==> src/ust_pkg.sv <==
package ust_pkg;
	// ---------------------------------------------------------------
	// timing
	// ---------------------------------------------------------------
	localparam int unsigned CLK_PERIOD_PS = 4000;
	localparam int unsigned SYNC_STAGES = 3;
	localparam int unsigned TRANSMIT_BUFFER_READY_MAX_CYC = 8;
	localparam int unsigned RECEIVE_CHAR_READY_MAX_CYC = 24;
	localparam int unsigned TRANSMIT_SHIFTER_EMPTY_MAX_CYC = 20;
	localparam int unsigned CTRL_MAX_CYC = 8;
	localparam int unsigned SYNC_FOUND_MAX_CYC = 24;
	localparam int unsigned STATUS_MAX_CYC = 28;
	// ---------------------------------------------------------------
	// data path
	// ---------------------------------------------------------------
	localparam int unsigned DATA_W = 8;
	localparam int unsigned FIFO_DEPTH = 32;
	localparam logic [7:0] SYNC_RST = 8'h16;
	localparam logic [7:0] SHIFT_RST = 8'hFF;
	localparam logic [3:0] BITS_RST = 4'h0;

	typedef enum logic [3:0] {
		UST_TX_IDLE = 4'b0001,
		UST_TX_START = 4'b0010,
		UST_TX_DATA = 4'b0100,
		UST_TX_STOP = 4'b1000
	} ust_tx_state_e;

	typedef struct packed {
		logic transmit_enable_bit;
		logic receiver_enable_bit;
		logic dtr;
		logic rts;
		logic send_break;
		logic sync_mode;
		logic ext_sync;
	} ust_cmd_s;

	typedef struct packed {
		logic receive_char_ready;
		logic transmit_buffer_ready;
		logic transmit_shifter_empty;
		logic sync_found;
		logic dsr;
		logic cts;
	} ust_stat_s;
endpackage

==> src/ust_sync3.sv <==
`timescale 1ns/1ps
`default_nettype none
module ust_sync3 (
	input wire logic mclk,
	input wire logic rst,
	input wire logic din,
	output logic dout
);
	logic [2:0] sh_reg;
	// first stage feeds only the second
	always_ff @(posedge mclk or posedge rst) begin
		if (rst) begin
			sh_reg <= 3'h0;
			dout <= 1'b0;
		end else begin
			sh_reg <= {sh_reg[1:0], din};
			if (sh_reg[1] == sh_reg[2])
				dout <= sh_reg[2];
		end
	end
endmodule
`default_nettype wire

==> src/ust_fifo.sv <==
`timescale 1ns/1ps
`default_nettype none
module ust_fifo #(
	parameter int unsigned WIDTH = 8,
	parameter int unsigned DEPTH = 32
) (
	input wire logic mclk,
	input wire logic rst,
	input wire logic in_valid,
	output logic in_ready,
	input wire logic [WIDTH-1:0] in_data,
	output logic out_valid,
	input wire logic out_ready,
	output logic [WIDTH-1:0] out_data
);
	localparam int unsigned AW = $clog2(DEPTH);
	logic [WIDTH-1:0] mem [DEPTH];
	logic [AW-1:0] wr_reg;
	logic [AW-1:0] rd_reg;
	logic [AW:0] cnt_reg;
	logic push;
	logic pop;
	assign in_ready = (cnt_reg != (AW+1)'(DEPTH));
	assign out_valid = (cnt_reg != '0);
	assign out_data = mem[rd_reg];
	assign push = in_valid && in_ready;
	assign pop = out_valid && out_ready;
	always_ff @(posedge mclk) begin
		if (push)
			mem[wr_reg] <= in_data;
	end
	always_ff @(posedge mclk or posedge rst) begin
		if (rst) begin
			wr_reg <= '0;
			rd_reg <= '0;
			cnt_reg <= '0;
		end else begin
			if (push)
				wr_reg <= wr_reg + 1'b1;
			if (pop)
				rd_reg <= rd_reg + 1'b1;
			if (push && !pop)
				cnt_reg <= cnt_reg + 1'b1;
			else if (pop && !push)
				cnt_reg <= cnt_reg - 1'b1;
		end
	end
endmodule
`default_nettype wire

==> src/ust_core.sv <==
`timescale 1ns/1ps
`default_nettype none
// Operation
// host discards first read after enabling receiver
// external sync disables internal pattern search
// external sync status clears only once released
// host spaces init writes six clocks
// host writes data only when ready
// host spaces writes eight or sixteen clocks
// bit clocks slow relative to system clock
// reset held six clocks, clock running
// status follows events within 28 clocks
// transmit ready within 8 clocks of last bit
// receive ready within 24 clocks
// data write/read clear ready flags immediately
// internal sync found within 24 clocks
// external sync asserted before receive clock fall
// shifter empty within 20 clocks of final bit
// command controls update within 8 clocks
// modem inputs stable 20 clocks before read
// transmit clock phase minimum widths
// receive clock phase minimum widths
// bit clocks and modem inputs synchronised
module ust_core (
	input wire logic mclk,
	input wire logic rst,
	input wire logic cmd_write,
	input wire ust_pkg::ust_cmd_s cmd_in,
	input wire logic data_write,
	input wire logic [7:0] data_in,
	input wire logic data_read,
	input wire logic status_read,
	output ust_pkg::ust_stat_s status,
	output logic [7:0] data_out,
	output logic transmit_buffer_ready,
	output logic receive_char_ready,
	output logic transmit_shifter_empty,
	output logic sync_found,
	output logic txd,
	output logic dtr_n,
	output logic rts_n,
	input wire logic transmit_bit_clock,
	input wire logic receive_bit_clock,
	input wire logic rxd,
	input wire logic ext_sync_in,
	input wire logic dsr_n,
	input wire logic cts_n
);
	// ---------------------------------------------------------------
	// input synchronisers
	// ---------------------------------------------------------------
	logic txc_s;
	logic rxc_s;
	logic rxd_s;
	logic esync_s;
	logic dsr_s;
	logic cts_s;
	logic [5:0] raw_in;
	logic [5:0] sync_out;
	assign raw_in = {transmit_bit_clock, receive_bit_clock, rxd, ext_sync_in, ~dsr_n, ~cts_n};
	assign {txc_s, rxc_s, rxd_s, esync_s, dsr_s, cts_s} = sync_out;
	genvar gi;
	generate
		for (gi = 0; gi < 6; gi++) begin : g_sync
			ust_sync3 u_sync (
				.mclk(mclk),
				.rst(rst),
				.din(raw_in[gi]),
				.dout(sync_out[gi])
			);
		end
	endgenerate

	// ---------------------------------------------------------------
	// bit clock edges
	// ---------------------------------------------------------------
	// edges show about four clocks late; every latency budget allows it
	logic txc_d_reg;
	logic rxc_d_reg;
	logic tx_fall;
	logic rx_rise;
	always_ff @(posedge mclk or posedge rst) begin
		if (rst) begin
			txc_d_reg <= 1'b0;
			rxc_d_reg <= 1'b0;
		end else begin
			txc_d_reg <= txc_s;
			rxc_d_reg <= rxc_s;
		end
	end
	assign tx_fall = txc_d_reg && !txc_s;
	assign rx_rise = rxc_s && !rxc_d_reg;

	// ---------------------------------------------------------------
	// command latch
	// ---------------------------------------------------------------
	// latched whole: a command replaces every control field
	ust_pkg::ust_cmd_s cmd_reg;
	always_ff @(posedge mclk or posedge rst) begin
		if (rst)
			cmd_reg <= '0;
		else if (cmd_write)
			cmd_reg <= cmd_in;
	end

	// ---------------------------------------------------------------
	// transmit buffer and shifter
	// ---------------------------------------------------------------
	logic fifo_in_ready;
	logic fifo_out_valid;
	logic fifo_pop;
	logic [7:0] fifo_out_data;
	// ready drops only once all 32 words are queued
	ust_fifo #(.WIDTH(ust_pkg::DATA_W), .DEPTH(ust_pkg::FIFO_DEPTH)) u_fifo (
		.mclk(mclk),
		.rst(rst),
		.in_valid(data_write),
		.in_ready(fifo_in_ready),
		.in_data(data_in),
		.out_valid(fifo_out_valid),
		.out_ready(fifo_pop),
		.out_data(fifo_out_data)
	);

	ust_pkg::ust_tx_state_e tx_state_reg;
	logic [7:0] tx_shift_reg;
	logic [3:0] tx_bits_reg;
	logic tx_line_reg;
	// shifter drains only while enabled and clear-to-send; that stalls the buffer
	assign fifo_pop = (tx_state_reg == ust_pkg::UST_TX_IDLE) && fifo_out_valid
		&& cmd_reg.transmit_enable_bit && cts_s && tx_fall;
	always_ff @(posedge mclk or posedge rst) begin
		if (rst) begin
			tx_state_reg <= ust_pkg::UST_TX_IDLE;
			tx_shift_reg <= ust_pkg::SHIFT_RST;
			tx_bits_reg <= ust_pkg::BITS_RST;
			tx_line_reg <= 1'b1;
		end else if (tx_fall) begin
			case (tx_state_reg)
				ust_pkg::UST_TX_IDLE: begin
					tx_line_reg <= 1'b1;
					if (fifo_pop) begin
						tx_shift_reg <= fifo_out_data;
						tx_line_reg <= 1'b0;
						tx_state_reg <= ust_pkg::UST_TX_DATA;
						tx_bits_reg <= ust_pkg::BITS_RST;
					end
				end
				ust_pkg::UST_TX_START: begin
					tx_state_reg <= ust_pkg::UST_TX_DATA;
				end
				ust_pkg::UST_TX_DATA: begin
					tx_line_reg <= tx_shift_reg[0];
					tx_shift_reg <= {1'b1, tx_shift_reg[7:1]};
					tx_bits_reg <= tx_bits_reg + 4'h1;
					if (tx_bits_reg == 4'h7)
						tx_state_reg <= ust_pkg::UST_TX_STOP;
				end
				ust_pkg::UST_TX_STOP: begin
					tx_line_reg <= 1'b1;
					tx_state_reg <= ust_pkg::UST_TX_IDLE;
				end
				default: tx_state_reg <= ust_pkg::UST_TX_IDLE;
			endcase
		end
	end

	// ---------------------------------------------------------------
	// receiver, sync search
	// ---------------------------------------------------------------
	logic [7:0] rx_shift_reg;
	logic [7:0] rx_hold_reg;
	logic [2:0] rx_bits_reg;
	logic rx_active_reg;
	logic rx_done;
	logic rx_full_reg;
	logic int_sync_reg;
	logic ext_sync_reg;
	logic [7:0] rx_shift_next;
	assign rx_shift_next = {rxd_s, rx_shift_reg[7:1]};
	assign rx_done = rx_rise && rx_active_reg && (rx_bits_reg == 3'h7);
	// async start is one low sample, no mid-bit recheck: 1x clock only
	always_ff @(posedge mclk or posedge rst) begin
		if (rst) begin
			rx_shift_reg <= ust_pkg::SHIFT_RST;
			rx_bits_reg <= 3'h0;
			rx_active_reg <= 1'b0;
		end else if (rx_rise) begin
			rx_shift_reg <= rx_shift_next;
			if (rx_active_reg)
				rx_bits_reg <= rx_bits_reg + 3'h1;
			else if (!cmd_reg.sync_mode && !rxd_s)
				rx_active_reg <= 1'b1;
			else if (cmd_reg.sync_mode && !cmd_reg.ext_sync
				&& rx_shift_next == ust_pkg::SYNC_RST)
				rx_active_reg <= 1'b1;
			else if (cmd_reg.sync_mode && cmd_reg.ext_sync && esync_s)
				rx_active_reg <= 1'b1;
			if (rx_done)
				rx_active_reg <= cmd_reg.sync_mode;
		end
	end
	always_ff @(posedge mclk or posedge rst) begin
		if (rst) begin
			rx_hold_reg <= 8'h00;
			rx_full_reg <= 1'b0;
		end else begin
			if (rx_done) begin
				rx_hold_reg <= rx_shift_next;
				rx_full_reg <= 1'b1;
			end else if (data_read) begin
				rx_full_reg <= 1'b0;
			end
		end
	end

	// ---------------------------------------------------------------
	// sync detection
	// ---------------------------------------------------------------
	// internal sync found: pattern match, only when external selected off
	always_ff @(posedge mclk or posedge rst) begin
		if (rst) begin
			int_sync_reg <= 1'b0;
		end else if (cmd_reg.sync_mode && !cmd_reg.ext_sync && rx_rise
			&& rx_shift_next == ust_pkg::SYNC_RST) begin
			int_sync_reg <= 1'b1;
		end else if (status_read || cmd_reg.ext_sync) begin
			int_sync_reg <= 1'b0;
		end
	end
	// external sync flag: set wins over read clear
	always_ff @(posedge mclk or posedge rst) begin
		if (rst)
			ext_sync_reg <= 1'b0;
		else if (cmd_reg.ext_sync && esync_s)
			ext_sync_reg <= 1'b1;
		else if (status_read)
			ext_sync_reg <= 1'b0;
	end

	// ---------------------------------------------------------------
	// ready and empty flags
	// ---------------------------------------------------------------
	logic tx_drained;
	// shifter idle with nothing queued; pin and status share it
	assign tx_drained = (tx_state_reg == ust_pkg::UST_TX_IDLE) && !fifo_out_valid;
	always_ff @(posedge mclk or posedge rst) begin
		if (rst) begin
			transmit_buffer_ready <= 1'b0;
			receive_char_ready <= 1'b0;
			transmit_shifter_empty <= 1'b1;
			sync_found <= 1'b0;
		end else begin
			// write strobe clears at once so a second write cannot slip in
			transmit_buffer_ready <= fifo_in_ready && !data_write && cmd_reg.transmit_enable_bit
				&& cts_s; // see R10
			receive_char_ready <= (rx_full_reg || rx_done) && !data_read
				&& cmd_reg.receiver_enable_bit; // see R11
			transmit_shifter_empty <= tx_drained;
			sync_found <= int_sync_reg || ext_sync_reg;
		end
	end

	// ---------------------------------------------------------------
	// line and modem pins
	// ---------------------------------------------------------------
	always_ff @(posedge mclk or posedge rst) begin
		if (rst) begin
			txd <= 1'b1;
			dtr_n <= 1'b1;
			rts_n <= 1'b1;
		end else begin
			// break overrides the line but leaves the shifter running
			txd <= cmd_reg.send_break ? 1'b0 : tx_line_reg;
			dtr_n <= !cmd_reg.dtr;
			rts_n <= !cmd_reg.rts;
		end
	end

	// ---------------------------------------------------------------
	// host-visible status and data
	// ---------------------------------------------------------------
	always_ff @(posedge mclk or posedge rst) begin
		if (rst) begin
			data_out <= 8'h00;
		end else begin
			data_out <= rx_hold_reg;
		end
	end
	// status copy ignores enables and clear-to-send, unlike the pins
	always_ff @(posedge mclk or posedge rst) begin
		if (rst) begin
			status <= '0;
		end else begin
			status.receive_char_ready <= rx_full_reg;
			status.transmit_buffer_ready <= fifo_in_ready;
			status.transmit_shifter_empty <= tx_drained;
			status.sync_found <= int_sync_reg || ext_sync_reg;
			status.dsr <= dsr_s;
			status.cts <= cts_s;
		end
	end
endmodule
`default_nettype wire

==> config.mk <==
export PLATFORM = sky130hd
export DESIGN_NAME = ust_core
export DESIGN_NICKNAME = d
export VERILOG_FILES = /design/src/ust_pkg.sv /design/src/ust_sync3.sv /design/src/ust_fifo.sv /design/src/ust_core.sv
export SDC_FILE = /design/constraint.sdc
export NUM_CORES = 1
export LEC_CHECK = 0
export BUFFER_PORTS_ARGS = -buffer_cell sky130_fd_sc_hd__buf_4
export CORE_MARGIN = 10
export CORE_UTILIZATION = 26
export CTS_CLUSTER_SIZE = 14
export DETAILED_ROUTE_END_ITERATION = 8
export GPL_ROUTABILITY_DRIVEN = 0
export PLACE_DENSITY = 0.43
export SYNTH_ARGS = -nofsm -noshare
export SYNTH_HDL_FRONTEND = slang
export SYNTH_HIERARCHICAL = 1
export SYNTH_SLANG_ARGS = --single-unit
==> constraint.sdc <==
create_clock -name mclk -period 3 [get_ports mclk]
set_input_delay 0.3 -clock mclk [delete_from_list [all_inputs] [get_ports mclk]]
set_output_delay 0.3 -clock mclk [all_outputs]
set_load 0.005 [all_outputs]
==> results.cfg <==
[run_status]
run_status = finished, final reports clean

[detailed_routing]
routedWlPerCell_um = 19.79
vias_per_cell = 4.554
vias = 7396
drc = 0
antenna_left = 0
drt_iter0_markers = 452
drt_wl_total_um = 32140
drtPass1Iterations = 4

[final_layout]
area_delta_synth_final_pct = 19.21
largest_register_ffs = 256
multi_input_area_sq_mm = 0.003543
instances_no_fill = 1624
layout_common_cells = edfxtp_1, dfrtp_1, buf_4
nNetsFinal = 937
layout_commonest_cell = edfxtp_1
final_area_sq_mm = 0.01706
fill_cells = 5235
ff_latch_area_sq_mm = 0.01040
antennaDiodeCount = 0
drive_above_1_share_pct = 27.48

[yosys]
ys_types = 67
async_flop_share_pct = 29.48
synth_warnings = 6
synth_nets = 834
synth_edf_count = 256
ys.flop_type = edfxtp_1
synth_seq_cells = 363
synth.avg_cell_area_sq_um = 18.07
mappedNetlistArea_sq_mm = 0.01431
netlist_instances = 792
ys_seq_area_share_pct = 72.62

[cts]
clock_latency_ns = 0.56
cts_buffers = 42
cts.sinks = 363
clock-root-buffer = clkbuf_16
htree_levels = 2
cts_setup_buffers = 0
cts.clk_slew.worst_paths_ns = 0.06
tritoncts = built
cts_max_path_buffers = 3

[worst_setup_path]
arrival_ns = 3.31
worstSetupPathType = reg -> reg
rr_endpoint = u_fifo/cnt_reg[4]$_DFFE_PP0P_
r2r-start = u_fifo/cnt_reg[0]$_DFFE_PP0P_
worst-r2r-cell-count = 10
r2r_slack_ns = 0.15
crit_required_ns = 3.46
path_max_fanout = 4
cp-end-kind = register
startpoint = u_fifo/cnt_reg[0]$_DFFE_PP0P_
crit_end = u_fifo/cnt_reg[4]$_DFFE_PP0P_
cp-start-kind = register

[floorplan]
die_y_um = 254.6
initial_core_util_pct = 26.43
core-area_sq_mm = 0.05413
die_w_um = 254.6
fp.dieArea_sq_mm = 0.06482
io_pins = 48
num_rows = 85

[sta]
slew_headroom_pct = 28.06
whs_ns = 0.05961
setup_viol = 0
tns_ns = 0
layout_min_cycle_time_ns = 2.853
fmax_mhz = 350.5
finalHoldViolations = 0
worst_pin_slew_ns = 1.075
layout_worst_path_cycle_share_pct = 95.11
slew_viol_final = 0
fin_skew_ns = 0.01714

[placed_design]
hpwl_um = 19970
placed_cell_area_sq_mm = 0.01557
place_inst = 1531
port_buffers = 47

[global_routing]
antenna_found_initial = 0
grt.total_usage_pct = 10.00
overflow = 0
grt_max_degree = 41
grt_pass1_vias = 7682
grt_pass1_wl_um = 49000

[power]
power_density_mw_per_mm2 = 863.2
p_leak_nw = 5.984
ir_drop_v = 0.0003462

[min_path]
hold_path.class = in -> reg

[run]
cap_violations = 0
==> worst max-delay path: stages, from the launching register on <==
cell	delay, ns
dfrtp_1	0.40
buf_4	0.16
or4_1	0.56
o31a_1	0.29
ha_1	0.23
buf_4	0.15
fa_1	0.40
nor2b_1	0.15
o21ai_1	0.08
nor3b_1	0.14
o31ai_1	0.19
==> worst min-delay path by stage <==
stage	startpoint	endpoint	slack, ns	depth (start not counted)
2_1_floorplan	rst	g_sync[0].u_sync/dout$_DFFE_PP0N_	0.07	1
3_3_place_gp	rst	g_sync[5].u_sync/sh_reg[0]$_DFF_PP0_	0.26	2
3_5_place_dp	rst	g_sync[0].u_sync/sh_reg[1]$_DFF_PP0_	0.26	2
4_1_cts	cmd_write	cmd_reg[4]$_DFFE_PP0P_	0.03	2
5_1_grt	data_write	transmit_buffer_ready$_DFF_PP0_	0.04	2
6_report	cmd_write	cmd_reg[4]$_DFFE_PP0P_	0.06	2
==> cell type report <==
class,instances,area share (%)
clock buffer,57,6.792
clock inverter,20,0.8802
inverter,28,0.6162
multi-input combinational,361,20.77
sequential,363,60.95
tap,696,5.105
timing repair buffer,99,4.885
==> per-stage QoR <==
stage	util [%]	total power, mW	setup slack [ns]
final	31.51	14.72	0.1468
after global routing	31.51	15.49	-0.04645
after CTS	31.49	14.98	0.09408
after detailed placement	28.76	9.999	-0.001398
after global placement	28.76	9.975	0.03239
after floorplan	-	8.832	0.03873
==> Yosys cell counts, types with 10 or more instances <==
library cell  number  area share, %
a21oi_1           23           0.80
buf_2             10           0.35
clkbuf_1          11           0.29
dfrtp_1           86             15
dfstp_2           21            3.9
edfxtp_1         256             54
ha_1              14            1.2
inv_1             28           0.73
mux2_2            24            1.9
mux2i_1           35            2.4
mux4_1            12            2.2
mux4_2            36            5.7
nand2_1           20           0.52
nor2_1            43            1.1
o21ai_0           14           0.49
o22ai_1           16           0.70
xnor2_1           11           0.67
==> where the power goes <==
group | internal, mW | total (mW) | switching, mW
sequential | 6.09 | 6.59 | 0.501
clock | 2.81 | 4.86 | 2.04
combinational | 1.63 | 3.27 | 1.64
total | 10.5 | 14.7 | 4.19
==> routing by layer <==
layer / track usage [%] / part of all wire [%] / wire length, um
met1: 13.08 / 44 / 14140
met2: 16.58 / 50 / 16080
met3: 1.761 / 3.8 / 1213
met4: 3.230 / 2.2 / 710
met5: 0 / 0 / 0
==> logic make-up (layout without fill, tap and decap cells) <==
family                     Yosys count  after routing  synth area share, %
muxes                              107            107                12.21
xor gates and xnor gates            13             13               0.7957
adders and majority gates           21             21                1.836
DFF                                363            363                72.62
and+or+nand+nor                    112            112                3.970
AOI/OAI and AO/OA                  108            108                5.833
buffers and inverters               68            204                2.737
==> timing repair <==
action / in CTS / in global routing
pin swaps: 0 / 0
setup endpoints to repair: 2 / 2
gates resized for setup: 1 / 4
hold endpoints to repair: 72 / 0
cloned: 0 / 0
hold buffers: 16 / 0
Note: power is estimated with default switching activity, not from simulation.
